## src/logic/trcf_pkg.sv

```systemverilog
// Shared constants and types for the tunnel rebuild outcome framer.
package trcf_pkg;

    // ------------------------------------------------------------------
    // Sizes
    // ------------------------------------------------------------------
    localparam int MAX_RELAYS = 8;
    localparam int IDX_W      = 3;
    localparam int FIFO_DEPTH = 16;
    localparam int ITEM_W     = 9;

    // ------------------------------------------------------------------
    // Octet offsets inside the management payload
    // ------------------------------------------------------------------
    localparam logic [4:0] OFS_ORIGINATOR = 5'h00;
    localparam logic [4:0] OFS_FLOW       = 5'h01;
    localparam logic [4:0] OFS_OUTCOME    = 5'h02;
    localparam logic [4:0] OFS_ENDPOINT   = 5'h03;
    localparam logic [4:0] OFS_PAD        = 5'h04;
    localparam logic [4:0] OFS_FLOW_TYPE  = 5'h05;
    localparam logic [4:0] OFS_COUNT      = 5'h06;
    localparam logic [4:0] OFS_ENTRY_NODE = 5'h07;
    localparam logic [4:0] OFS_ENTRY_FLOW = 5'h08;
    localparam logic [4:0] OFS_ENTRY_REV  = 5'h09;
    localparam logic [4:0] OFS_FAIL_NODE  = 5'h07;
    localparam logic [2:0] HDR_LAST_IDX   = 3'h6;

    // ------------------------------------------------------------------
    // Field codes, pad octet and count limit
    // ------------------------------------------------------------------
    localparam logic [7:0] OUTCOME_SUCCESS  = 8'h00;
    localparam logic [7:0] OUTCOME_CAPAB    = 8'h01;
    localparam logic [7:0] OUTCOME_RESOURCE = 8'h02;
    localparam logic [7:0] OUTCOME_LINK     = 8'h03;
    localparam logic [7:0] FLOW_UNI         = 8'h00;
    localparam logic [7:0] FLOW_BI          = 8'h01;
    localparam logic [7:0] PAD_OCTET        = 8'h00;
    localparam logic [7:0] MAX_COUNT        = 8'h08;
    localparam logic [1:0] SUB_NODE         = 2'h0;
    localparam logic [1:0] SUB_FLOW         = 2'h1;
    localparam logic [1:0] SUB_REV          = 2'h2;

    // ------------------------------------------------------------------
    // Types
    // ------------------------------------------------------------------
    typedef struct packed {
        logic [7:0] originator;
        logic [7:0] flow;
        logic [7:0] outcome;
        logic [7:0] endpoint;
        logic [7:0] flow_type;
        logic [7:0] relay_count;
        logic [7:0] fail_node;
    } trcf_req_t;

    typedef struct packed {
        logic [7:0] node;
        logic [7:0] flow;
        logic [7:0] rev_flow;
    } trcf_entry_t;

    typedef struct packed {
        logic [7:0] data;
        logic       last;
    } trcf_item_t;

    typedef enum logic [2:0] {
        ST_IDLE,
        ST_WAIT_CONF,
        ST_HEADER,
        ST_ENTRY,
        ST_FAIL
    } trcf_state_t;

endpackage : trcf_pkg

```

## src/logic/trcf_fifo.sv

```systemverilog
// Octet FIFO with a registered output stage.
`timescale 1ns/1ps
module trcf_fifo #(
    parameter int WIDTH = 9,
    parameter int DEPTH = 16
) (
    input  wire logic             clock_in,
    input  wire logic             resetn_in,
    input  wire logic             in_valid_in,
    output logic                  in_ready_out,
    input  wire logic [WIDTH-1:0] in_data_in,
    output logic                  out_valid_out,
    input  wire logic             out_ready_in,
    output logic [WIDTH-1:0]      out_data_out
);
    localparam int PW = $clog2(DEPTH);

    logic [WIDTH-1:0] mem [DEPTH];
    logic [PW-1:0]    wr_ptr;
    logic [PW-1:0]    rd_ptr;
    logic [PW:0]      count;

    // ------------------------------------------------------------------
    // Handshake terms
    // ------------------------------------------------------------------
    // The output register adds one word of slack beyond DEPTH.
    wire ring_push = in_valid_in && in_ready_out;
    wire ring_pop  = (count != '0) && (!out_valid_out || out_ready_in);
    assign in_ready_out = (count != (PW+1)'(DEPTH));

    // Ring storage, written only, never reset, as it holds data.
    always_ff @(posedge clock_in)
    begin
        if (ring_push)
            mem[wr_ptr] <= in_data_in;
    end

    // Pointers and fill level.
    always_ff @(posedge clock_in or negedge resetn_in)
    begin
        if (!resetn_in)
        begin
            wr_ptr <= '0;
            rd_ptr <= '0;
            count  <= '0;
        end
        else
        begin
            if (ring_push)
                wr_ptr <= wr_ptr + 1'b1;
            if (ring_pop)
                rd_ptr <= rd_ptr + 1'b1;
            count <= count + (PW+1)'(ring_push) - (PW+1)'(ring_pop);
        end
    end

    // Output stage so the sink sees flip-flops only.
    always_ff @(posedge clock_in or negedge resetn_in)
    begin
        if (!resetn_in)
        begin
            out_valid_out <= 1'b0;
            out_data_out  <= '0;
        end
        else if (ring_pop)
        begin
            out_valid_out <= 1'b1;
            out_data_out  <= mem[rd_ptr];
        end
        else if (out_ready_in)
            out_valid_out <= 1'b0;
    end
endmodule : trcf_fifo

```

## src/logic/trcf_framer.sv

```systemverilog
// Framer for the rebuild outcome message sent to the domain master.
`timescale 1ns/1ps
module trcf_framer (
    input  wire logic                  clock_in,
    input  wire logic                  resetn_in,
    input  wire logic                  req_valid_in,
    input  wire trcf_pkg::trcf_req_t   req_in,
    output logic                       req_ready_out,
    input  wire logic                  relay_confirm_in,
    input  wire logic                  entry_we_in,
    input  wire logic [2:0]            entry_idx_in,
    input  wire trcf_pkg::trcf_entry_t entry_in,
    output logic                       out_valid_out,
    input  wire logic                  out_ready_in,
    output logic [7:0]                 out_data_out,
    output logic                       out_last_out
);
    // ------------------------------------------------------------------
    // State
    // ------------------------------------------------------------------
    trcf_pkg::trcf_state_t state;
    trcf_pkg::trcf_state_t next_state;
    trcf_pkg::trcf_req_t   req;
    trcf_pkg::trcf_entry_t tbl_rd;
    trcf_pkg::trcf_item_t  cur_item;
    trcf_pkg::trcf_item_t  fifo_q;
    logic [2:0]            hdr_idx;
    logic [2:0]            ent_idx;
    logic [1:0]            sub;
    logic                  conf_seen;
    logic                  fifo_in_ready;
    logic [4:0]            pos;

    // ------------------------------------------------------------------
    // Request capture terms
    // ------------------------------------------------------------------
    // Oversized counts are clipped to the table so the frame stays consistent.
    wire       take_req  = (state == trcf_pkg::ST_IDLE) && req_valid_in;
    wire       in_succ   = (req_in.outcome == trcf_pkg::OUTCOME_SUCCESS);
    wire [7:0] clip_cnt  = (req_in.relay_count > trcf_pkg::MAX_COUNT)
                         ? trcf_pkg::MAX_COUNT : req_in.relay_count;
    wire [7:0] cap_cnt   = in_succ ? clip_cnt : 8'h00;

    // ------------------------------------------------------------------
    // Frame shape decode
    // ------------------------------------------------------------------
    wire       is_succ   = (req.outcome == trcf_pkg::OUTCOME_SUCCESS);
    wire       is_bidir  = (req.flow_type == trcf_pkg::FLOW_BI);
    wire       has_ent   = is_succ && (req.relay_count != 8'h00);
    wire       hdr_done  = (hdr_idx == trcf_pkg::HDR_LAST_IDX);
    wire       sub_done  = is_bidir ? (sub == trcf_pkg::SUB_REV)
                                    : (sub == trcf_pkg::SUB_FLOW);
    wire       ent_last  = ({5'h00, ent_idx} == (req.relay_count - 8'h01));
    wire       ent_done  = sub_done && ent_last;
    wire       emitting  = (state == trcf_pkg::ST_HEADER)
                        || (state == trcf_pkg::ST_ENTRY)
                        || (state == trcf_pkg::ST_FAIL);
    wire       push      = emitting && fifo_in_ready;
    wire       conf_take = (state == trcf_pkg::ST_WAIT_CONF) && conf_seen;

    // ------------------------------------------------------------------
    // Octet selection
    // ------------------------------------------------------------------
    // Header octets in payload order; octet 4 has no field and goes out as zero.
    wire [7:0] hdr_byte =
        (hdr_idx == 3'h0) ? req.originator :
        (hdr_idx == 3'h1) ? req.flow :
        (hdr_idx == 3'h2) ? req.outcome :
        (hdr_idx == 3'h3) ? req.endpoint :
        (hdr_idx == 3'h4) ? trcf_pkg::PAD_OCTET :
        (hdr_idx == 3'h5) ? req.flow_type :
        req.relay_count;

    // Entry octets: node, forward flow, then reverse flow on bidirectional flows only.
    wire [7:0] ent_byte =
        (sub == trcf_pkg::SUB_NODE) ? tbl_rd.node :
        (sub == trcf_pkg::SUB_FLOW) ? tbl_rd.flow :
        tbl_rd.rev_flow;

    // A failure frame ends with the failing node in place of the entries.
    // One assignment fills the whole item so the struct has a single driver.
    wire [7:0] item_data =
        (state == trcf_pkg::ST_HEADER) ? hdr_byte :
        (state == trcf_pkg::ST_ENTRY)  ? ent_byte :
        req.fail_node;
    wire       item_last =
        ((state == trcf_pkg::ST_HEADER) && hdr_done && is_succ && !has_ent)
        || ((state == trcf_pkg::ST_ENTRY) && ent_done)
        || (state == trcf_pkg::ST_FAIL);
    assign cur_item = '{data: item_data, last: item_last};

    // ------------------------------------------------------------------
    // Sequencer
    // ------------------------------------------------------------------
    // Header output waits for the first relay's confirmation.
    always_comb
    begin
        next_state = state;
        case (state)
            trcf_pkg::ST_IDLE:
                if (req_valid_in)
                    next_state = trcf_pkg::ST_WAIT_CONF;
            trcf_pkg::ST_WAIT_CONF:
                if (conf_seen)
                    next_state = trcf_pkg::ST_HEADER;
            trcf_pkg::ST_HEADER:
                if (push && hdr_done)
                begin
                    if (!is_succ)
                        next_state = trcf_pkg::ST_FAIL;
                    else if (has_ent)
                        next_state = trcf_pkg::ST_ENTRY;
                    else
                        next_state = trcf_pkg::ST_IDLE;
                end
            trcf_pkg::ST_ENTRY:
                if (push && ent_done)
                    next_state = trcf_pkg::ST_IDLE;
            trcf_pkg::ST_FAIL:
                if (push)
                    next_state = trcf_pkg::ST_IDLE;
            default:
                next_state = trcf_pkg::ST_IDLE;
        endcase
    end

    // State register and the ready flag, which tracks the idle state in the same cycle, except after reset, where it loads low.
    always_ff @(posedge clock_in or negedge resetn_in)
    begin
        if (!resetn_in)
        begin
            state         <= trcf_pkg::ST_IDLE;
            req_ready_out <= 1'b0;
        end
        else
        begin
            state         <= next_state;
            req_ready_out <= (next_state == trcf_pkg::ST_IDLE);
        end
    end

    // Latched request; the count is forced to zero on any failure outcome.
    always_ff @(posedge clock_in or negedge resetn_in)
    begin
        if (!resetn_in)
            req <= '0;
        else if (take_req)
        begin
            req             <= req_in;
            req.relay_count <= cap_cnt;
        end
    end

    // A confirmation pulse in the cycle it is consumed survives for the next frame.
    always_ff @(posedge clock_in or negedge resetn_in)
    begin
        if (!resetn_in)
            conf_seen <= 1'b0;
        else
            conf_seen <= relay_confirm_in || (conf_seen && !conf_take);
    end

    // Octet and entry walkers; a stalled FIFO freezes them.
    always_ff @(posedge clock_in or negedge resetn_in)
    begin
        if (!resetn_in)
        begin
            hdr_idx <= 3'h0;
            ent_idx <= 3'h0;
            sub     <= trcf_pkg::SUB_NODE;
        end
        else if (take_req)
        begin
            hdr_idx <= 3'h0;
            ent_idx <= 3'h0;
            sub     <= trcf_pkg::SUB_NODE;
        end
        else if (push && (state == trcf_pkg::ST_HEADER) && !hdr_done)
            hdr_idx <= hdr_idx + 3'h1;
        else if (push && (state == trcf_pkg::ST_ENTRY))
        begin
            sub <= sub_done ? trcf_pkg::SUB_NODE : sub + 2'h1;
            if (sub_done)
                ent_idx <= ent_idx + 3'h1;
        end
    end

    // Payload position of the next octet, used by the checks below.
    always_ff @(posedge clock_in or negedge resetn_in)
    begin
        if (!resetn_in)
            pos <= 5'h00;
        else if (push)
            pos <= cur_item.last ? 5'h00 : pos + 5'h01;
    end

    // ------------------------------------------------------------------
    // Storage
    // ------------------------------------------------------------------
    trcf_relay_table #(
        .DEPTH (trcf_pkg::MAX_RELAYS),
        .IDX_W (trcf_pkg::IDX_W)
    ) trcf_relay_table_i (
        .clock_in    (clock_in),
        .resetn_in   (resetn_in),
        .wr_en_in    (entry_we_in),
        .wr_idx_in   (entry_idx_in),
        .wr_data_in  (entry_in),
        .rd_idx_in   (ent_idx),
        .rd_data_out (tbl_rd)
    );

    // The FIFO decouples the sink; when it fills, the walkers stall.
    trcf_fifo #(
        .WIDTH (trcf_pkg::ITEM_W),
        .DEPTH (trcf_pkg::FIFO_DEPTH)
    ) trcf_fifo_i (
        .clock_in      (clock_in),
        .resetn_in     (resetn_in),
        .in_valid_in   (emitting),
        .in_ready_out  (fifo_in_ready),
        .in_data_in    (cur_item),
        .out_valid_out (out_valid_out),
        .out_ready_in  (out_ready_in),
        .out_data_out  (fifo_q)
    );

    assign out_data_out = fifo_q.data;
    assign out_last_out = fifo_q.last;

    wire [4:0] stride = is_bidir ? 5'h03 : 5'h02;
    wire [4:0] ent_base = 5'(stride * {2'h0, ent_idx});
endmodule : trcf_framer

```

## src/logic/trcf_relay_table.sv

```systemverilog
// Indexed store of relay entry triples.
`timescale 1ns/1ps
module trcf_relay_table #(
    parameter int DEPTH = 8,
    parameter int IDX_W = 3
) (
    input  wire logic               clock_in,
    input  wire logic               resetn_in,
    input  wire logic               wr_en_in,
    input  wire logic [IDX_W-1:0]   wr_idx_in,
    input  wire trcf_pkg::trcf_entry_t wr_data_in,
    input  wire logic [IDX_W-1:0]   rd_idx_in,
    output trcf_pkg::trcf_entry_t   rd_data_out
);
    trcf_pkg::trcf_entry_t table_q [DEPTH];

    // Entries clear at reset so an unloaded slot reads as zero.
    always_ff @(posedge clock_in or negedge resetn_in)
    begin
        if (!resetn_in)
        begin
            for (int i = 0; i < DEPTH; i++)
                table_q[i] <= '0;
        end
        else if (wr_en_in)
            table_q[wr_idx_in] <= wr_data_in;
    end

    assign rd_data_out = table_q[rd_idx_in];
endmodule : trcf_relay_table

```

## config.mk

```make
export PLATFORM = sky130hd
export DESIGN_NAME = trcf_framer
export DESIGN_NICKNAME = d
export VERILOG_FILES = /design/src/logic/trcf_pkg.sv /design/src/logic/trcf_fifo.sv /design/src/logic/trcf_framer.sv /design/src/logic/trcf_relay_table.sv
export SDC_FILE = /design/constraint.sdc
export NUM_CORES = 1
export LEC_CHECK = 0
export BUFFER_PORTS_ARGS = -buffer_cell sky130_fd_sc_hd__buf_2
export CELL_PAD_IN_SITES_DETAIL_PLACEMENT = 0
export CELL_PAD_IN_SITES_GLOBAL_PLACEMENT = 1
export CORE_UTILIZATION = 31
export DETAILED_ROUTE_END_ITERATION = 10
export PLACE_DENSITY = 0.51
export SLEW_MARGIN = 20
export SYNTH_ARGS = -nofsm -noshare
export SYNTH_HDL_FRONTEND = slang
export SYNTH_SLANG_ARGS = --single-unit
export TNS_END_PERCENT = 50
```

## constraint.sdc

```tcl
create_clock -name clock_in -period 4.2 [get_ports clock_in]
set_clock_uncertainty 0.15 [all_clocks]
set_input_delay 0 -clock clock_in [delete_from_list [all_inputs] [get_ports clock_in]]
set_output_delay 0 -clock clock_in [all_outputs]
set_load 0.01 [all_outputs]
```

Word level (Yosys, flattened, before mapping):

Memory sizes are Yosys's and may differ from the RTL's. A register that Yosys moved wholly into a read port is not among the register bits.
Index checks and enable logic that the tools add are counted.

* $add $sub $neg: 8
* magnitude comparators: 4
* equal/unequal tests: 16
* multiplexer cells: 41
* bitwise logic cells: 2
* reduce and logical (&&, ||, !) cells: 42

Operators with widths (number)
* bitwise mux 192 bit: 1
* 2-to-1 mux 8 bit: 12
* binary-select mux 24 bit (select 3 bit): 1
* demux 24 bit (select 3 bit): 1
* 2-to-1 mux 24 bit: 3
* 2-to-1 mux 3 bit: 12
* logical AND 1 bit: 17
* logical NOT 8 bit: 2
* one-hot mux 3 bit (5 select lines): 1
* == test 3 x 2 -> 1 bit, second input constant: 4
* == test 3 bit, second input constant: 4
* 2-to-1 mux 2 bit: 5
* logical NOT 3 bit: 3
* adder 4 x 1 -> 4 bit, second input constant: 2
* == test 3 x 8 -> 1 bit: 1
* == test 8 x 1 -> 1 bit, second input constant: 1
* >= comparator 4 bit, second input constant: 2
* > comparator 8 x 4 -> 1 bit, second input constant: 1
* inverter 3 -> 4 bit: 2
* nonzero test 2 bit: 4
* nonzero test 8 bit: 1
* subtractor 8 x 1 -> 8 bit, second input constant: 1
* adder 3 x 1 -> 3 bit, second input constant: 2
* == test 3 x 1 -> 1 bit, second input constant: 2
* other kinds (15): 28

* register bits: 275
* bits in writable memories: 144
* bits of input ports: 89
* memories: 1

Memory list
* trcf_fifo_i.mem: words 16, bits a word 9, rd ports 1, clocked after memory_dff 1, wr ports 1, RTL line trcf_fifo.sv:18 `logic [WIDTH-1:0] mem [DEPTH];`

Logic depth before layout (Yosys ltp):

* depth in word-level cells: 8
* mapped depth: 15

By module:

A second synthesis with hierarchy kept.

* cells, all modules: 1315
* area, all modules: 19225.9 um2

Modules (own cells, without submodules)
* trcf_relay_table: instances 1, cells each 500, area each 8615.8 um2, sequential area each 4804.6 um2
* trcf_fifo: instances 1, cells each 333, area each 6613.8 um2, sequential area each 4899.7 um2
* trcf_framer: instances 1, cells each 482, area each 3996.3 um2, sequential area each 1726.7 um2

Worst setup path before layout:

OpenSTA, ideal clock, no wires.

* kind: flip-flop to flip-flop
* start point: reg hdr_idx[1]
* end point: mem trcf_fifo_i.mem[0][4] (data pin)
* data arrival time: 2.429 ns
* path slack: 1.274 ns
* stages on the path, launching flop included: 10
* path buffers: 3
* period minus slack after synthesis: 2.926 ns
* path through: dfrtp_1 > inv_1 > ha_1 > clkbuf_1 > clkbuf_1 > nand2_1 > clkbuf_1 > nand2_1 > a31oi_1 > o311ai_1

* cells in the longest elaborated chain, start to end: 8

RTL lines
* start: declaration: RTL line trcf_framer.sv:27 `logic [2:0] hdr_idx;`
* start signal: assignment: RTL line trcf_framer.sv:179 `hdr_idx <= hdr_idx + 3'h1;`
* == test 3 bit: RTL line trcf_framer.sv:71 `(hdr_idx == 3'h5) ? req.flow_type :`
* 2-to-1 mux 8 bit: RTL line trcf_framer.sv:71
* 2-to-1 mux 8 bit: RTL line trcf_framer.sv:70 `(hdr_idx == 3'h4) ? trcf_pkg::PAD_OCTET :`
* 2-to-1 mux 8 bit: RTL line trcf_framer.sv:69 `(hdr_idx == 3'h3) ? req.endpoint :`
* 2-to-1 mux 8 bit: RTL line trcf_framer.sv:68 `(hdr_idx == 3'h2) ? req.outcome :`
* 2-to-1 mux 8 bit: RTL line trcf_framer.sv:67 `(hdr_idx == 3'h1) ? req.flow :`
* 2-to-1 mux 8 bit *: RTL line trcf_framer.sv:66 `(hdr_idx == 3'h0) ? req.originator :`
* 2-to-1 mux 8 bit *: RTL line trcf_framer.sv:83 `(state == trcf_pkg::ST_HEADER) ? hdr_byte :`
* via item_data[3]: RTL line trcf_framer.sv:82 `wire [7:0] item_data =`
* end: declaration: RTL line trcf_fifo.sv:18

Mark *: on every way through the listed nets, which the timed path passes. The rest lies on a longest branch.

Worst setup path after layout:

* start point: reg hdr_idx[2]
* end point: mem trcf_fifo_i.mem[3][4] (data pin)

Same word-level chain as after synthesis.

==> results by stage <==
Status:
- The flow ran to the end, and the final reports show no timing, DRC or antenna violations.

Yosys:
- Of the synthesized area, sequential elements account for 0.5981.
- The top flip-flop cell by instance count after synthesis is sky130_fd_sc_hd__dfrtp_1.
- Counting flops with an async set or reset pin after synthesis yields a share of 0.6636.
- The number of different library cells in the post-synthesis netlist is 66.
- The Yosys step of the flow raised 0 warnings.
- The number of synthesized register bits is 428.
- The average instance in the mapped netlist occupies ~15 µm².
- The mapped netlist covers 19110 µm².
- The number of standard cells after synthesis is 1317.
- The number of nets handed over by synthesis was approximately 1400.
- Yosys mapped a number of flops with a built-in enable equal to 144.

Finish:
- At the end of the flow, the number of nets in the layout was 1682.
- Counting the fill cells in the layout gives a little under 6000.
- The area growth from synthesis to layout is 23.97%.
- The core utilization of the finished layout is 0.3911.
- In the final layout, the share of cells above drive strength 1 is 0.2128.

Floorplanning:
- 100 I/O pins were placed.
- The floorplan step defined a die boundary enclosing between 60000 and 70000 µm².
- Measured along the y axis, the die boundary spans 250.3 µm.
- The die is around 250 µm wide.
- The initialized floorplan defines 90 standard-cell rows.
- After floorplanning, the core was sized to cover 60580 µm².
- The initial utilization of the core area, before any placement, comes to 0.3155.

Critical path:
- The worst setup path is captured at a flip-flop.
- The critical path is of the reg2reg type.
- The element type at the critical path start is a flip-flop.
- Data on the critical path is required at its endpoint by 4.29 ns.
- STA puts the critical path data arrival time at 3.46 ns.
- The critical-path maximum fanout is 20.

Placed design:
- The worst slack at placement is roughly 0.75 ns.
- Once detailed placement completed, the half-perimeter wirelength came to ~33 mm.
- During placement, the flow inserted port buffers numbering 99.
- The final weighted congestion in routability-driven placement is 0.8051.

Clock tree:
- Counting the buffers created by CTS gives 48.
- The H-tree depth is 2.
- Once the clock tree was built, the setup fixing pass inserted 0 buffers.
- TritonCTS built the clock tree.
- After clock tree synthesis, the clock-pin slew on the worst setup and hold paths is 0.07 ns.
- CTS saw between 400 and 500 sinks.
- The maximum clock insertion buffer count is 3.
- The CTS root buffer is sky130_fd_sc_hd__clkbuf_16.
- The clock network latency to the later pin of the worst-skew pair is just under 0.6 ns.

Pwr:
- Of the total power, combinational logic draws 0.293.
- The switching power is between 5 and 6 mW.
- The share of total power dissipated in sequential elements is 0.427.
- The power density relative to cell area is 648.8 nW/µm².
- Of the total power, the share spent switching nets is 0.3256.
- IR analysis of the VDD net gives a maximum drop of 302.4 µV.
- The share of total power dissipated in the clock network is 0.279.
- The cell leakage power is 9.514 nW.
- The internal power component is just over 10 mW.

Timing:
- The count of final hold-check violations is 0.
- The final count of pins violating max slew is 0.
- The summed negative setup slack over all endpoints is 0 ns.
- Setup violations remaining at the end of the flow were counted as 0.
- Setup repair after global routing left no endpoint under its margin.
- The period utilization is 0.8021.
- The worst-case setup margin in the final layout is around 0.83 ns.
- Timing would allow up to 296.8 MHz.
- The minimum period implied by the final worst setup slack is about 3.4 ns.
- Hold timing on the final database bottoms out at a slack of approximately 0.027 ns.
- For the pin with the worst max-slew slack, the measured transition is 1.089 ns.
- The headroom to the max-slew limit is 0.2727.

Route:
- Using the TritonRoute via totals, the vias-per-cell ratio works out to 4.965.
- The detail route stage leaves a number of antenna-violating nets equal to 0.
- The detailed router finished its first iteration with approximately 700 violations.
- The detail-routed net length per standard cell is around 22 µm.
- Summing over every cut layer, the via total after detailed routing is 11866.
- The first TritonRoute pass finished after 5 iterations.
- In the routed design, unresolved DRC markers number 0.
- The routed design has 52.29 mm of wire.

GRT:
- The number of global-route vias before repair is between 10000 and 15000.
- Entering global routing, the biggest net connects 107 pins.
- The total overflow left after global routing is 0.
- The first global-routing pass estimated 80.87 mm of wire.
- The number of antenna violations at the first check in global routing is 2.
- The total global-route track usage is 0.1705.

Flow run:
- The max capacitance violation total is 0.

Hold path:
- In this run the worst hold path is classified as in2reg.
## cell usage in the layout, fill, tap and decap left out, drive strengths merged, types with 3 or more instances in the layout
cell,instances
dfrtp,284
mux2,202
nand2,176
edfxtp,144
buf,144
dlygate4sd3,134
mux4,80
clkbuf,68
nor2,42
mux2i,38
inv,30
a21oi,23
ha,22
o21ai,22
a221oi,18
nand2b,17
a31oi,14
a22oi,11
clkinv,10
nor2b,9
xnor2,9
nand3,9
nor3b,9
o21bai,8
nor3,7
o311ai,7
a21o,6
nor4,6
or3,5
xor2,4
nand4,4
and2,4
bufinv,4
a311oi,3
nand4b,3
nor4b,3
## timing repair
| item | CTS | global route |
|---|---|---|
| resized for setup | 0 | 0 |
| hold endpoints to repair | 441 | 0 |
| hold buffers | 135 | 0 |
## final cells by class
cell class	count	area, µm²	share of cell area
tap	782	978.4	0.04129
antenna	1	2.502	0.0001056
timing repair buffer	278	2267	0.09569
sequential	428	11440	0.4827
clock buffer	68	1376	0.05809
clock inverter	19	240.2	0.01014
inverter	27	101.3	0.004277
multi-input combinational	787	7291	0.3077
## state kept, by name (all words and copies together) (netlist names)
register / count
trcf_relay_table_i.table_q: 192
trcf_fifo_i.mem: 144
req: 56
trcf_fifo_i.out_data_out: 9
trcf_fifo_i.count: 5
trcf_fifo_i.rd_ptr: 4
trcf_fifo_i.wr_ptr: 4
ent_idx: 3
hdr_idx: 3
state: 3
sub: 2
conf_seen: 1
req_ready_out: 1
trcf_fifo_i.out_valid_out: 1
## power by group through the flow
stage	sequential [mW]	clock, mW	combinational [mW]
global route	6.72	4.59	4.99
finish	6.57	4.29	4.51
CTS	6.60	4.43	4.59
detailed placement	6.67	0	4.45
global placement	6.66	0	4.37
floorplan	6.16	0	3.27
## stage by stage
| step | std cells | power [mW] | instance area [µm²] |
|---|---|---|---|
| finish | 2390 | 15.37 | 23690 |
| global placement | 2167 | 11.03 | 20700 |
| CTS | 2389 | 15.62 | 23680 |
| detailed placement | 2167 | 11.12 | 20700 |
| global route | 2390 | 16.30 | 23690 |
| floorplan | 1317 | 9.428 | 19110 |
## critical path, cell delays in order, from the launching register on
cell and delay, ns:
sky130_fd_sc_hd__dfrtp_1 0.79, sky130_fd_sc_hd__inv_1 0.32, sky130_fd_sc_hd__ha_1 0.46, sky130_fd_sc_hd__nand2b_1 0.15, sky130_fd_sc_hd__a31oi_1 0.18, sky130_fd_sc_hd__o311ai_2 0.96
## worst paths after layout
path | slack (ns) | depth (start not counted) | start | to
max reg2reg | 0.83 | 5 | hdr_idx[2] | trcf_fifo_i.mem[3][4]
max | 0.83 | 5 | hdr_idx[2] | trcf_fifo_i.mem[3][4]
min reg2reg | 0.33 | 2 | req[29] | req[29]
min in group asynchronous | 0.24 | 3 | resetn_in | trcf_relay_table_i.table_q[0]
min | 0.03 | 4 | req_in[31] | req[31]
max in group asynchronous | 2.83 | 4 | resetn_in | ent_idx[0]
## cell usage after synthesis, types with 4 or more instances
| cell type | number | area share |
|---|---|---|
| sky130_fd_sc_hd__mux2i_1 | 38 | 0.020 |
| sky130_fd_sc_hd__mux2_2 | 26 | 0.015 |
| sky130_fd_sc_hd__o311ai_1 | 4 | 0.0018 |
| sky130_fd_sc_hd__nand3_1 | 9 | 0.0024 |
| sky130_fd_sc_hd__o21bai_1 | 8 | 0.0031 |
| sky130_fd_sc_hd__nor2_1 | 42 | 0.0082 |
| sky130_fd_sc_hd__nor3b_1 | 6 | 0.0024 |
| sky130_fd_sc_hd__edfxtp_1 | 144 | 0.23 |
| sky130_fd_sc_hd__mux2_4 | 6 | 0.0047 |
| sky130_fd_sc_hd__and2_1 | 4 | 0.0013 |
| sky130_fd_sc_hd__inv_1 | 26 | 0.0051 |
| sky130_fd_sc_hd__a31oi_1 | 14 | 0.0046 |
| sky130_fd_sc_hd__nand2b_1 | 17 | 0.0056 |
| sky130_fd_sc_hd__buf_1 | 5 | 0.00098 |
| sky130_fd_sc_hd__or3_1 | 5 | 0.0016 |
| sky130_fd_sc_hd__ha_1 | 22 | 0.014 |
| sky130_fd_sc_hd__mux4_2 | 72 | 0.085 |
| sky130_fd_sc_hd__nand4_1 | 4 | 0.0013 |
| sky130_fd_sc_hd__o21ai_1 | 11 | 0.0029 |
| sky130_fd_sc_hd__nor4_1 | 5 | 0.0016 |
| sky130_fd_sc_hd__a21oi_1 | 23 | 0.0060 |
| sky130_fd_sc_hd__nor3_1 | 6 | 0.0016 |
| sky130_fd_sc_hd__dfrtp_1 | 284 | 0.37 |
| sky130_fd_sc_hd__xnor2_1 | 9 | 0.0041 |
| sky130_fd_sc_hd__clkbuf_1 | 42 | 0.0082 |
| sky130_fd_sc_hd__nor2b_1 | 9 | 0.0029 |
| sky130_fd_sc_hd__mux4_1 | 8 | 0.011 |
| sky130_fd_sc_hd__mux2_1 | 170 | 0.10 |
| sky130_fd_sc_hd__xor2_1 | 4 | 0.0018 |
| sky130_fd_sc_hd__a22oi_1 | 11 | 0.0043 |
| sky130_fd_sc_hd__nand2_1 | 176 | 0.035 |
| sky130_fd_sc_hd__a221oi_1 | 18 | 0.0082 |
| sky130_fd_sc_hd__a21o_1 | 6 | 0.0024 |
| sky130_fd_sc_hd__buf_2 | 21 | 0.0055 |
| sky130_fd_sc_hd__o21ai_0 | 11 | 0.0029 |
## routing by layer
layer | share of wire | global-route usage | vias up
met5 | 0.00015 | 0 | -
li1 | - | - | 5402
met1 | 0.47 | 0.2366 | 6238
met3 | 0.032 | 0.02463 | 67
met2 | 0.48 | 0.2798 | 157
met4 | 0.020 | 0.04330 | 2
## logic make-up after synthesis
logic type,count (synthesis),synth area share
AOI/OAI and AO/OA,126,0.04517
xor gates and xnor gates,14,0.007135
adders and majority gates,23,0.01545
buffers and inverters,102,0.02448
DFF,428,0.5981
muxes,320,0.2359
and+or+nand+nor,304,0.07378
No activity file was read; power rests on OpenSTA's default activity.
